[src/smsp_pkg.sv]
package smsp_pkg;

    // Register indices; byte address is four times the index
    localparam logic [7:0] SMSP_IDX_CTRL = 8'h10;
    localparam logic [7:0] SMSP_IDX_STAT = 8'h11;
    localparam logic [7:0] SMSP_IDX_DATA = 8'h12;
    localparam int SMSP_AW = 12;
    localparam logic [11:0] SMSP_ADDR_CTRL = {2'h0, SMSP_IDX_CTRL, 2'h0};
    localparam logic [11:0] SMSP_ADDR_STAT = {2'h0, SMSP_IDX_STAT, 2'h0};
    localparam logic [11:0] SMSP_ADDR_DATA = {2'h0, SMSP_IDX_DATA, 2'h0};

    // Control register fields
    localparam int SMSP_CTL_RXIE = 7;
    localparam int SMSP_CTL_DMA = 6;
    localparam int SMSP_CTL_MSTR = 5;
    localparam int SMSP_CTL_CPOL = 4;
    localparam int SMSP_CTL_CLOCK_PHASE_SELECT = 3;
    localparam int SMSP_CTL_WOM = 2;
    localparam int SMSP_CTL_EN = 1;
    localparam int SMSP_CTL_TXIE = 0;

    // Status and control register fields
    localparam int SMSP_STS_RXF = 7;
    localparam int SMSP_STS_ERROR_INTERRUPT_ENABLE = 6;
    localparam int SMSP_STS_OVERRUN_FLAG = 5;
    localparam int SMSP_STS_MODE_FAULT_FLAG = 4;
    localparam int SMSP_STS_TXE = 3;
    localparam int SMSP_STS_MODE_FAULT_DETECT_ENABLE = 2;
    localparam int SMSP_STS_RATE_HI = 1;
    localparam int SMSP_STS_RATE_LO = 0;

    // Values after reset
    localparam logic SMSP_RST_MASTER = 1'b1;
    localparam logic SMSP_RST_CLOCK_PHASE_SELECT = 1'b1;
    localparam logic SMSP_RST_TXE = 1'b1;
    localparam logic [3:0] SMSP_SYNC_RST = 4'h8;

    // Rate divisor per rate code; half serial period is divisor cycles
    localparam logic [7:0] SMSP_RATE_DIVISOR [4] =
        '{8'h02, 8'h08, 8'h20, 8'h80};
    localparam logic [3:0] SMSP_LAST_EDGE = 4'hF;

    // Synchronised pin order
    localparam int SMSP_SYNC_W = 4;
    localparam int SMSP_PIN_SCK = 0;
    localparam int SMSP_PIN_MOSI = 1;
    localparam int SMSP_PIN_MISO = 2;
    localparam int SMSP_PIN_SS = 3;

    typedef enum logic {SMSP_PH_IDLE, SMSP_PH_SHIFT} smsp_phase_t;

    typedef struct packed {
        logic psel;
        logic penable;
        logic pwrite;
        logic [11:0] paddr;
        logic [31:0] pwdata;
    } smsp_apb_req_t;

    typedef struct packed {
        logic [31:0] prdata;
        logic pready;
        logic pslverr;
    } smsp_apb_rsp_t;

    typedef struct packed {
        logic sck;
        logic mosi;
        logic miso;
        logic ss_n;
    } smsp_pin_in_t;

    typedef struct packed {
        logic sck;
        logic sck_oe_n;
        logic mosi;
        logic mosi_oe_n;
        logic miso;
        logic miso_oe_n;
    } smsp_pin_out_t;

    typedef struct packed {
        logic tx;
        logic rx;
        logic err;
    } smsp_irq_t;

    typedef struct packed {
        logic rx_ie;
        logic master;
        logic cpol;
        logic clock_phase_select;
        logic wom;
        logic en;
        logic tx_ie;
        logic error_interrupt_enable;
        logic mode_fault_detect_enable;
        logic [1:0] rate;
        logic rxf;
        logic overrun_flag;
        logic mode_fault_flag;
        logic txe;
        logic rxf_arm;
        logic overrun_flag_arm;
        logic mode_fault_flag_arm;
        logic [7:0] tx_data;
        logic tx_full;
        logic [7:0] rx_data;
        logic [7:0] shreg;
        logic out_bit;
        logic sck_r;
        logic sck_prev;
        logic slv_armed;
        logic [3:0] edge_cnt;
        smsp_phase_t phase;
        logic [31:0] prdata;
    } smsp_state_t;

    localparam smsp_state_t SMSP_ST_RST = '{
        master: SMSP_RST_MASTER,
        clock_phase_select: SMSP_RST_CLOCK_PHASE_SELECT,
        txe: SMSP_RST_TXE,
        phase: SMSP_PH_IDLE,
        default: '0
    };

    typedef struct packed {
        logic [7:0] cnt;
        logic tick;
    } smsp_div_state_t;

endpackage

[src/smsp_sync.sv]
`timescale 1ns/1ps
module smsp_sync
    import smsp_pkg::*;
(
    // Clock and reset
    input wire logic i_clk,
    input wire logic i_rst_n,
    // Pins in, synchronised levels out
    input wire logic [SMSP_SYNC_W-1:0] i_d,
    output logic [SMSP_SYNC_W-1:0] o_q
);

    logic [SMSP_SYNC_W-1:0] s1_r;
    logic [SMSP_SYNC_W-1:0] s2_r;

    // First stage feeds only the second stage
    always_ff @(posedge i_clk)
    begin
        if (!i_rst_n)
        begin
            s1_r <= SMSP_SYNC_RST;
            s2_r <= SMSP_SYNC_RST;
        end
        else
        begin
            s1_r <= i_d;
            s2_r <= s1_r;
        end
    end

    assign o_q = s2_r;

endmodule

[src/smsp_rate_div.sv]
`timescale 1ns/1ps
module smsp_rate_div
    import smsp_pkg::*;
(
    // Clock and reset
    input wire logic i_clk,
    input wire logic i_rst_n,
    // Control
    input wire logic i_run,
    input wire logic [1:0] i_rate,
    // Half-period tick
    output logic o_tick
);

    smsp_div_state_t st_r;
    smsp_div_state_t st_nxt;

    always_comb
    begin
        st_nxt = st_r;
        st_nxt.tick = 1'b0;
        if (!i_run)
        begin
            st_nxt.cnt = 8'h00;
        end
        else if (st_r.cnt == 8'(SMSP_RATE_DIVISOR[i_rate] - 8'h01))
        begin
            st_nxt.cnt = 8'h00;
            st_nxt.tick = 1'b1;
        end
        else
        begin
            st_nxt.cnt = 8'(st_r.cnt + 8'h01);
        end
    end

    always_ff @(posedge i_clk)
    begin
        if (!i_rst_n)
            st_r <= '0;
        else
            st_r <= st_nxt;
    end

    assign o_tick = st_r.tick;

endmodule

[src/smsp_port.sv]
// Added by the designer: the APB slave port.
`timescale 1ns/1ps
// Overview of operation
// - Clock phase bit is read/write, picks clock/data timing, resets to one.
// - Wired-OR bit makes clock, MOSI and MISO open-drain; else push-pull.
// - Enable bit turns port on; clearing it partly resets; reset clears.
// - Transmit interrupt enable gates tx-empty requests; reset clears it.
// - Rx-full sets when a byte enters receive register; may interrupt.
// - Rx-full clears by status read showing it, then data read.
// - Error interrupt enable lets overrun and mode fault request interrupts.
// - Byte finished while rx-full still set: overrun, old byte kept.
// - Overrun clears by status read showing it, then data read.
// - Slave with detection on: select rising mid-transfer sets mode fault.
// - Master with detection on: select low at any time sets mode fault.
// - Mode fault clears by status read showing it, then control write.
// - Tx-empty sets when transmit byte moves to shifter; reset sets it.
// - Writing transmit data clears tx-empty.
// - Clearing detection enable keeps a set mode fault; setting allows it.
// - Master without detection ignores select level entirely.
// - Slave without detection only suppresses mode fault; select still works.
// - Rate code picks divisor 2, 8, 32, 128; master only; reset clears.
// - Data address writes transmit register, reads separate receive register.
// - Receive interrupt enable gates rx-full requests; reset clears it.
// - Deselected slave releases MISO and ignores clock, even mid-byte.
// - One byte is exchanged over exactly eight serial clock cycles.
module smsp_port
    import smsp_pkg::*;
(
    // Clock and reset
    input wire logic i_clk,
    input wire logic i_rst_n,
    // APB slave
    input wire smsp_apb_req_t i_apb,
    output smsp_apb_rsp_t o_apb,
    // Serial pins
    input wire smsp_pin_in_t i_pins,
    output smsp_pin_out_t o_pins,
    // Interrupt requests
    output smsp_irq_t o_irq
);

    smsp_state_t st_r;
    smsp_state_t st_nxt;

    logic [SMSP_SYNC_W-1:0] pin_sync;
    logic rate_tick;
    logic div_run;
    logic sck_s;
    logic mosi_s;
    logic miso_s;
    logic ss_s;
    logic mst_on;
    logic slv_sel;
    logic setup;
    logic access;
    logic hit_ctrl;
    logic hit_stat;
    logic hit_data;
    logic [7:0] ctrl_rd;
    logic [7:0] stat_rd;
    logic rx_clear;
    logic ov_clear;

    smsp_sync u_sync (
        .i_clk(i_clk),
        .i_rst_n(i_rst_n),
        .i_d({i_pins.ss_n, i_pins.miso, i_pins.mosi, i_pins.sck}),
        .o_q(pin_sync)
    );

    smsp_rate_div u_div (
        .i_clk(i_clk),
        .i_rst_n(i_rst_n),
        .i_run(div_run),
        .i_rate(st_r.rate),
        .o_tick(rate_tick)
    );

    assign sck_s = pin_sync[SMSP_PIN_SCK];
    assign mosi_s = pin_sync[SMSP_PIN_MOSI];
    assign miso_s = pin_sync[SMSP_PIN_MISO];
    assign ss_s = pin_sync[SMSP_PIN_SS];

    assign mst_on = st_r.en & st_r.master;
    assign slv_sel = st_r.en & ~st_r.master & ~ss_s;
    // Rate field only runs the divider in master mode
    assign div_run = mst_on & (st_r.phase == SMSP_PH_SHIFT);

    assign setup = i_apb.psel & ~i_apb.penable;
    assign access = i_apb.psel & i_apb.penable;

    always_comb
    begin
        hit_ctrl = 1'b0;
        hit_stat = 1'b0;
        hit_data = 1'b0;
        if (i_apb.paddr == SMSP_ADDR_CTRL)
            hit_ctrl = 1'b1;
        else if (i_apb.paddr == SMSP_ADDR_STAT)
            hit_stat = 1'b1;
        else if (i_apb.paddr == SMSP_ADDR_DATA)
            hit_data = 1'b1;
    end

    always_comb
    begin
        ctrl_rd = 8'h00;
        ctrl_rd[SMSP_CTL_RXIE] = st_r.rx_ie;
        ctrl_rd[SMSP_CTL_DMA] = 1'b0;
        ctrl_rd[SMSP_CTL_MSTR] = st_r.master;
        ctrl_rd[SMSP_CTL_CPOL] = st_r.cpol;
        ctrl_rd[SMSP_CTL_CLOCK_PHASE_SELECT] = st_r.clock_phase_select;
        ctrl_rd[SMSP_CTL_WOM] = st_r.wom;
        ctrl_rd[SMSP_CTL_EN] = st_r.en;
        ctrl_rd[SMSP_CTL_TXIE] = st_r.tx_ie;
        stat_rd = 8'h00;
        stat_rd[SMSP_STS_RXF] = st_r.rxf;
        stat_rd[SMSP_STS_ERROR_INTERRUPT_ENABLE] = st_r.error_interrupt_enable;
        stat_rd[SMSP_STS_OVERRUN_FLAG] = st_r.overrun_flag;
        stat_rd[SMSP_STS_MODE_FAULT_FLAG] = st_r.mode_fault_flag;
        stat_rd[SMSP_STS_TXE] = st_r.txe;
        stat_rd[SMSP_STS_MODE_FAULT_DETECT_ENABLE] = st_r.mode_fault_detect_enable;
        stat_rd[SMSP_STS_RATE_HI] = st_r.rate[1];
        stat_rd[SMSP_STS_RATE_LO] = st_r.rate[0];
    end

    // Second step of the two-step clears: a data read after an armed status
    assign rx_clear = access & ~i_apb.pwrite & hit_data & st_r.rxf_arm;
    assign ov_clear = access & ~i_apb.pwrite & hit_data & st_r.overrun_flag_arm;

    always_comb
    begin
        logic lead;
        logic trail;
        logic capture;
        logic launch;
        logic done;
        logic in_bit;
        logic load;
        logic rxf_set;
        logic overrun_flag_set;
        logic txe_set;
        logic mode_fault_flag_set;
        logic mode_fault_flag_clr;
        lead = 1'b0;
        trail = 1'b0;
        capture = 1'b0;
        launch = 1'b0;
        done = 1'b0;
        load = 1'b0;
        rxf_set = 1'b0;
        overrun_flag_set = 1'b0;
        txe_set = 1'b0;
        mode_fault_flag_set = 1'b0;
        mode_fault_flag_clr = 1'b0;
        in_bit = st_r.master ? miso_s : mosi_s;
        st_nxt = st_r;

        // Read data is latched in setup so the access edge sees stable data
        if (setup && !i_apb.pwrite)
        begin
            if (hit_ctrl)
                st_nxt.prdata = {24'h000000, ctrl_rd};
            else if (hit_stat)
                st_nxt.prdata = {24'h000000, stat_rd};
            else if (hit_data)
                st_nxt.prdata = {24'h000000, st_r.rx_data};
            else
                st_nxt.prdata = 32'h00000000;
        end

        // Mode fault detection; master without detection ignores select
        if (st_r.en && st_r.mode_fault_detect_enable)
        begin
            if (st_r.master && !ss_s)
                mode_fault_flag_set = 1'b1;
            else if (!st_r.master && ss_s
                     && st_r.phase == SMSP_PH_SHIFT)
                mode_fault_flag_set = 1'b1;
        end

        st_nxt.sck_prev = sck_s;
        if (ss_s)
            st_nxt.slv_armed = 1'b1;

        if (!st_r.en)
        begin
            // Partial reset: engine idle, transmit side emptied
            st_nxt.phase = SMSP_PH_IDLE;
            st_nxt.edge_cnt = 4'h0;
            st_nxt.sck_r = st_r.cpol;
            st_nxt.tx_full = 1'b0;
            txe_set = 1'b1;
        end
        else
        begin
            case (st_r.phase)
                SMSP_PH_IDLE:
                begin
                    st_nxt.sck_r = st_r.cpol;
                    st_nxt.edge_cnt = 4'h0;
                    if (st_r.master)
                    begin
                        load = st_r.tx_full;
                    end
                    // Phase zero slave waits for select to toggle
                    else if (slv_sel && (st_r.clock_phase_select || st_r.slv_armed))
                    begin
                        load = 1'b1;
                        st_nxt.slv_armed = 1'b0;
                    end
                end
                SMSP_PH_SHIFT:
                begin
                    if (st_r.master)
                    begin
                        if (rate_tick)
                        begin
                            st_nxt.sck_r = ~st_r.sck_r;
                            lead = (st_r.sck_r == st_r.cpol);
                            trail = ~lead;
                        end
                    end
                    else if (ss_s)
                    begin
                        // Deselect aborts the byte in flight
                        st_nxt.phase = SMSP_PH_IDLE;
                        st_nxt.edge_cnt = 4'h0;
                    end
                    else if (sck_s != st_r.sck_prev)
                    begin
                        lead = (st_r.sck_prev == st_r.cpol);
                        trail = ~lead;
                    end
                    // Phase one launches on leading, samples on trailing
                    capture = st_r.clock_phase_select ? trail : lead;
                    launch = st_r.clock_phase_select ? lead : trail;
                    if (capture)
                        st_nxt.shreg = {st_r.shreg[6:0], in_bit};
                    if (launch)
                        st_nxt.out_bit = st_r.shreg[7];
                    if (lead || trail)
                    begin
                        st_nxt.edge_cnt = 4'(st_r.edge_cnt + 4'h1);
                        if (st_r.edge_cnt == SMSP_LAST_EDGE)
                        begin
                            done = 1'b1;
                            st_nxt.phase = SMSP_PH_IDLE;
                            st_nxt.edge_cnt = 4'h0;
                        end
                    end
                end
                default:
                begin
                    st_nxt.phase = SMSP_PH_IDLE;
                end
            endcase
        end

        if (load)
        begin
            st_nxt.shreg = st_r.tx_data;
            st_nxt.out_bit = st_r.tx_data[7];
            st_nxt.phase = SMSP_PH_SHIFT;
            st_nxt.edge_cnt = 4'h0;
            if (st_r.tx_full)
            begin
                st_nxt.tx_full = 1'b0;
                txe_set = 1'b1;
            end
        end

        // A byte completed while unread is lost; same-cycle read frees room
        if (done)
        begin
            if (st_r.rxf && !rx_clear)
            begin
                overrun_flag_set = 1'b1;
            end
            else
            begin
                st_nxt.rx_data = st_nxt.shreg;
                rxf_set = 1'b1;
            end
        end

        if (access)
        begin
            if (i_apb.pwrite)
            begin
                if (hit_ctrl)
                begin
                    st_nxt.rx_ie = i_apb.pwdata[SMSP_CTL_RXIE];
                    st_nxt.master = i_apb.pwdata[SMSP_CTL_MSTR];
                    st_nxt.cpol = i_apb.pwdata[SMSP_CTL_CPOL];
                    st_nxt.clock_phase_select = i_apb.pwdata[SMSP_CTL_CLOCK_PHASE_SELECT];
                    st_nxt.wom = i_apb.pwdata[SMSP_CTL_WOM];
                    st_nxt.en = i_apb.pwdata[SMSP_CTL_EN];
                    st_nxt.tx_ie = i_apb.pwdata[SMSP_CTL_TXIE];
                    mode_fault_flag_clr = st_r.mode_fault_flag_arm;
                    st_nxt.mode_fault_flag_arm = 1'b0;
                end
                else if (hit_stat)
                begin
                    st_nxt.error_interrupt_enable = i_apb.pwdata[SMSP_STS_ERROR_INTERRUPT_ENABLE];
                    st_nxt.mode_fault_detect_enable = i_apb.pwdata[SMSP_STS_MODE_FAULT_DETECT_ENABLE];
                    st_nxt.rate[1] = i_apb.pwdata[SMSP_STS_RATE_HI];
                    st_nxt.rate[0] = i_apb.pwdata[SMSP_STS_RATE_LO];
                end
                else if (hit_data)
                begin
                    // Writes go only to transmit side
                    st_nxt.tx_data = i_apb.pwdata[7:0];
                    st_nxt.tx_full = 1'b1;
                    st_nxt.txe = 1'b0;
                    txe_set = 1'b0;
                end
            end
            else
            begin
                if (hit_stat)
                begin
                    // Arm from what software actually saw
                    st_nxt.rxf_arm = st_r.prdata[SMSP_STS_RXF];
                    st_nxt.overrun_flag_arm = st_r.prdata[SMSP_STS_OVERRUN_FLAG];
                    st_nxt.mode_fault_flag_arm = st_r.prdata[SMSP_STS_MODE_FAULT_FLAG];
                end
                else if (hit_data)
                begin
                    st_nxt.rxf_arm = 1'b0;
                    st_nxt.overrun_flag_arm = 1'b0;
                end
            end
        end

        // Hardware set wins over software clear, except that a data write clears tx-empty
        st_nxt.rxf = (st_r.rxf & ~rx_clear) | rxf_set;
        st_nxt.overrun_flag = (st_r.overrun_flag & ~ov_clear) | overrun_flag_set;
        st_nxt.mode_fault_flag = (st_r.mode_fault_flag & ~mode_fault_flag_clr) | mode_fault_flag_set;
        if (txe_set)
            st_nxt.txe = 1'b1;
    end

    always_ff @(posedge i_clk)
    begin
        if (!i_rst_n)
            st_r <= SMSP_ST_RST;
        else
            st_r <= st_nxt;
    end

    // Zero wait states; read data already latched during setup
    assign o_apb.prdata = st_r.prdata;
    assign o_apb.pready = 1'b1;
    assign o_apb.pslverr = access & ~(hit_ctrl | hit_stat | hit_data);

    // Open-drain drives only lows, so a high level needs the pullup
    assign o_pins.sck = st_r.sck_r;
    assign o_pins.sck_oe_n = ~(mst_on & (~st_r.wom | ~st_r.sck_r));
    assign o_pins.mosi = st_r.out_bit;
    assign o_pins.mosi_oe_n = ~(mst_on & (~st_r.wom | ~st_r.out_bit));
    assign o_pins.miso = st_r.out_bit;
    assign o_pins.miso_oe_n = ~(slv_sel & (~st_r.wom | ~st_r.out_bit));

    assign o_irq.tx = st_r.txe & st_r.tx_ie;
    assign o_irq.rx = st_r.rxf & st_r.rx_ie;
    assign o_irq.err = st_r.error_interrupt_enable & (st_r.overrun_flag | st_r.mode_fault_flag);

endmodule

[config.mk]
export PLATFORM = sky130hd
export DESIGN_NAME = smsp_port
export DESIGN_NICKNAME = d
export VERILOG_FILES = /design/src/smsp_pkg.sv /design/src/smsp_sync.sv /design/src/smsp_rate_div.sv /design/src/smsp_port.sv
export SDC_FILE = /design/constraint.sdc
export NUM_CORES = 1
export LEC_CHECK = 0
export BUFFER_PORTS_ARGS = -buffer_cell sky130_fd_sc_hd__clkbuf_2
export CAP_MARGIN = 10
export CORE_MARGIN = 2
export CORE_UTILIZATION = 48
export DETAILED_ROUTE_END_ITERATION = 8
export PLACE_DENSITY = 0.73
export SYNTH_ARGS = -nofsm -noshare
export SYNTH_HDL_FRONTEND = slang
export SYNTH_SLANG_ARGS = --single-unit
[constraint.sdc]
create_clock -name i_clk -period 2.3 [get_ports i_clk]
set_input_delay 0 -clock i_clk [delete_from_list [all_inputs] [get_ports i_clk]]
set_output_delay 0 -clock i_clk [all_outputs]
set_load 0.05 [all_outputs]
==> reports/metrics.yaml, run 1 <==
min_path_type: "in -> reg"
synth_top_cell_area_share: 0.4022
wirelength_mm: 8.349
avgViaCountPerCell: 5.196
place.gp.congestion: 0.8575
clkLatencyLatePin_ns: 0.35
vdd.ir_drop.worst_uv: 293.5
p_per_area_mw_per_mm2: 653.2
final_common_cell: "dfxtp_1"
skew_ns: 0.01011
clock-sinks: 77
clk_pin_slew_ns: 0.08
die-area_sq_mm: 0.008715
timing_hold_violations_final: 0
p_leak_nw: 1.709
vias: 3097
synthToLayoutAreaGrowth_pct: 13.97
layout_common_cells: "dfxtp_1 (77), nand2_1 (57), clkbuf_2 (46)"
synth_ff_type: "dfxtp_1"
diodes: 0
cts_tree: "built"
finalMaxSlewViolations: 0
yosys_register_bits: 77
dp_slack_ns: 0.1710
wl_met1_mm: 3.744
clockRootBuffer: "clkbuf_8"
synth_edf_count: 0
cts_setup_buffers: 0
initial_utilization: 0.4960
yosysTopAreaCell: "dfxtp_1"
grt_util_all_layers: 0.2028
rows: 32
cp.arrival_ns: 2.39
drcViolationCount: 0
synthCells: 444
synth_cell_types: 51
die_y_microns: 93.36
yosys-top-cells-area: "dfxtp_1 (40%), buf_4 (7.2%), nand2_1 (5.6%), mux2i_1 (4.4%), and2_1 (3.6%)"
nNetsFinal: 545
antenna_found_initial: 0
fin_crit_sh: 0.9367
met3RoutedLength_microns: 423
core_area_sq_mm: 0.007727
fmax_mhz: 464.2
start_kind: "flip-flop"
final_layout_size_suffix_gt1_frac: 0.1640
setup_violations: 0
setup_ws_ns: 0.1455
outcome: "finished clean"
htreeDepth: 3
cts_buffers: 9
drt-initial-drc-count: 201
rsz0062_at_grt: "no"
ant_nets: 0
die_w_microns: 93.36
path_class: "reg -> reg"
first_global_vias: 2879
port_buffers: 46
yosysWarningCount: 0
critPathMaxFanout: 8
endpoint_kind: "flip-flop"
grt_remaining_overflow: 0
yosysSeqAreaShare: 0.4022
netlist_area_sq_mm: 0.003832
async_reset_ff_frac: 0
dr.pass1.iters: 4
highest_layer: "met4"
top_level_ports: 96
grt_pass1_wl_mm: 13.74
fin_tns_setup_ns: 0
final_area_sq_mm: 0.004368
grt_max_degree: 35
drv_cap: 0
tightestPinTransition_ns: 0.6034
dp_hpwl_mm: 6.098
dpl_cell_area_sq_mm: 0.003983
layout_min_cycle_time_ns: 2.154
n_fill_cell: 700
wl_per_cell_microns: 14.01
postSynthAreaPerCell_sq_um: 8.632
maxSlewHeadroom: 0.5969
cts_buffer_depth: 2
required_ns: 2.53
wl_met2_mm: 4.052
-- synth_stat cells, types with 2 or more instances --
master and n:
and3_1 8, nand3_1 13, o21ai_0 26, nor2b_1 12, a21oi_1 9, buf_4 37
dfxtp_1 77, o21a_1 3, xor2_1 4, mux2i_1 17, a22oi_1 9, nor2_1 24
o211ai_1 3, and2_1 22, clkbuf_1 16, a211oi_1 2, o2bb2ai_1 9, conb_1 2
nor3_1 6, nand4b_1 2, or3_1 2, or2_2 4, mux4_2 2, xnor2_1 6
a21boi_0 14, nand2_1 57, ha_1 3, nand2b_1 14, buf_2 4, inv_1 6
or3b_1 2, or4b_1 2, nand3b_1 3, a21boi_1 3, o21bai_1 5
-- state kept, by name, indices dropped and copies added (netlist names) --
register	flops
u_sync.s1_r	4
o_apb	8
u_div.o_tick	1
o_pins	2
u_sync.o_q	4
st_r	43
u_div.st_r	8
ctrl_rd	7
-- per-layer routing --
metal  global-route usage  up-vias
met4              0.06863        0
li1                     -     1547
met3              0.04190       10
met1               0.2606     1440
met2               0.3387      100
met5                    0        -
-- critical path, stage by stage, from the launching register on --
cell and delay (ns):
dfxtp_1 0.38, or3b_1 0.42, mux4_2 0.52, nand2b_1 0.18, buf_4 0.19, mux2i_1 0.23
o2bb2ai_1 0.11
-- path summary, 6_finish.rpt --
path / cells after the start / to / slack [ns] / start
setup / recovery: 6 / st_r[56] / 0.15 / u_sync.o_q[3]
hold / removal: 4 / o_apb[8] / 0.18 / i_apb[46]
setup reg to reg: 6 / st_r[56] / 0.15 / u_sync.o_q[3]
hold reg to reg: 1 / u_sync.o_q[3] / 0.42 / u_sync.s1_r[3]
-- report_power, final --
part	switching, mW	internal (mW)	total, mW
clock	0.480	0.833	1.31
sequential	0.00400	1.34	1.34
combinational	0.142	0.0538	0.196
total	0.626	2.23	2.85
-- per-stage QoR --
step / std cells / total power [mW] / util / hold slack (ns)
after detailed placement: 567 / 1.552 / 0.5154 / 0.1840
after CTS: 596 / 2.873 / 0.5653 / 0.1688
after global routing: 596 / 2.951 / 0.5653 / 0.2128
final: 596 / 2.853 / 0.5653 / 0.1775
after global placement: 567 / 1.550 / 0.5154 / 0.1816
after floorplan: 467 / 1.544 / - / 0.1015
-- timing repair --
action | 4_1_cts | 5_1_grt
endpoints found under the hold margin | 23 | 0
hold buffers | 13 | 0
resized for setup | 0 | 0
-- cell type report --
cell class              instances  area [sq um]  area share
inverters                       6         22.52    0.005156
repair buffers                 69         435.4     0.09968
clock buffers                  12         135.1     0.03094
well taps                     102         127.6     0.02922
multi-input cells             326          1986      0.4546
clock inverters                 4         120.1     0.02750
flip-flops and latches         77          1541      0.3529
-- kinds of logic after synthesis --
family,after synthesis,synth area share
simple gates,178,0.2442
compound gates,91,0.1606
flops,77,0.4022
buf+inv,64,0.1022
mux,19,0.05615
xor+xnor,10,0.02285
fa+ha+maj,3,0.009795
other cells,2,0.001960
Power figures use the tool's default switching activity.
==> run 2: changes to the inputs <==
--- a/config.mk
+++ b/config.mk
@@ -7,6 +7,7 @@
 export LEC_CHECK = 0
 export BUFFER_PORTS_ARGS = -buffer_cell sky130_fd_sc_hd__clkbuf_2
 export CAP_MARGIN = 10
+export CORE_ASPECT_RATIO = 1.5
 export CORE_MARGIN = 2
 export CORE_UTILIZATION = 48
 export DETAILED_ROUTE_END_ITERATION = 8
==> run 2 against run 1 <==
Flip-flop and latch count stayed put; maximum frequency is 0.18% higher; sequential power hardly changed.
==> reports/metrics.yaml, run 2 (synthesis gave the netlist of run 1 again) <==
antenna_found_initial: 0
fin_tns_setup_ns: 0
first_global_vias: 3026
cts_buffer_depth: 2
wirelength_mm: 8.993
p_leak_nw: 1.766
dr.pass1.iters: 4
cts_buffers: 9
critPathMaxFanout: 7
clkLatencyLatePin_ns: 0.34
grt_util_all_layers: 0.2197
vdd.ir_drop.worst_uv: 580.0
die-area_sq_mm: 0.008729
port_buffers: 46
initial_utilization: 0.5002
final_common_cell: "dfxtp_1"
core_area_sq_mm: 0.007661
endpoint_kind: "flip-flop"
ant_nets: 0
avgViaCountPerCell: 5.249
largest_reg_flops: 43
grt_max_degree: 28
fmax_mhz: 465.0
nNetsFinal: 547
clock-sinks: 77
layout_common_cells: "dfxtp_1 (77), nand2_1 (57), clkbuf_2 (46)"
top_register: "st_r"
wl_per_cell_microns: 15.04
crit_start: "u_sync.o_q[0]"
start_kind: "flip-flop"
layout_min_cycle_time_ns: 2.151
rows: 39
clockRootBuffer: "clkbuf_16"
tightestPinTransition_ns: 0.6133
die_y_microns: 113.4
cts_setup_buffers: 0
timing_hold_violations_final: 0
hold_start: "i_rst_n"
grt_remaining_overflow: 0
cts_tree: "built"
diodes: 0
grt_pass1_wl_mm: 14.95
finalMaxSlewViolations: 0
clk_pin_slew_ns: 0.05
fin_crit_sh: 0.9350
drcViolationCount: 0
setup_violations: 0
htreeDepth: 3
path_class: "reg -> reg"
required_ns: 2.51
dp_slack_ns: 0.1920
min_path_type: "in -> reg"
place.gp.congestion: 0.8280
top_level_ports: 96
cp.arrival_ns: 2.36
setup_ws_ns: 0.1495
synthToLayoutAreaGrowth_pct: 16.72
drt-initial-drc-count: 223
die_w_microns: 76.96
cts_resized: 0
maxSlewHeadroom: 0.5903
vias: 3139
skew_ns: 0.005920
p_per_area_mw_per_mm2: 702.9
outcome: "finished clean"
r2r-start: "u_sync.o_q[0]"
rsz0062_at_grt: "no"
drv_cap: 0
dp_hpwl_mm: 6.553
final_layout_size_suffix_gt1_frac: 0.1734
[run 2: report_power, final]
group	internal [mW]	switching (mW)
clock network	1.07	0.534
registers	1.34	0.00313
logic	0.0557	0.143
[run 2: critical path: stages, from the launching register on]
cell       delay (ns)
dfxtp_1          0.37
or3b_1           0.40
mux4_2           0.53
nand2b_1         0.19
buf_4            0.19
mux2i_1          0.25
o2bb2ai_1        0.10
[run 2: area by class of cell]
type                    count  area [sq um]
repair buffers             71         450.4
multi-input cells         326          1986
well taps                 102         127.6
clock inverters             3         65.06
inverters                   6         22.52
clock buffers              13         280.3
flip-flops and latches     77          1541
fillers                   674          3188
[run 2: worst paths after layout]
check | end | slack [ns] | depth (start not counted)
max | st_r[50] | 0.15 | 6
min | u_sync.o_q[3] | 0.16 | 2
max reg2reg | st_r[50] | 0.15 | 6
min reg2reg | u_sync.o_q[3] | 0.41 | 1
[run 2: metrics by stage]
stage                     cells  cell area, sq um  utilization  hold WS, ns  total power, mW
final                       598              4473       0.5839       0.1561            3.144
after global routing        598              4473       0.5839       0.1884            3.251
after CTS                   598              4473       0.5839       0.1420            3.167
after detailed placement    569              3998       0.5218       0.1893            1.553
after global placement      569              3998       0.5218       0.1852            1.552
after floorplan             467              3919            -       0.1015            1.544
[run 2: routing by layer]
layer / wire [microns] / GRT usage / vias to the layer above
li1: - / - / 1561
met1: 3590 / 0.2465 / 1468
met2: 4712 / 0.3830 / 97
met3: 458 / 0.05222 / 13
met4: 230 / 0.1188 / 0
met5: 0 / 0 / -
[run 2: what timing repair did]
item	CTS	global route
setup endpoints to repair	0	0
endpoints found under the hold margin	24	0
hold buffers	13	0
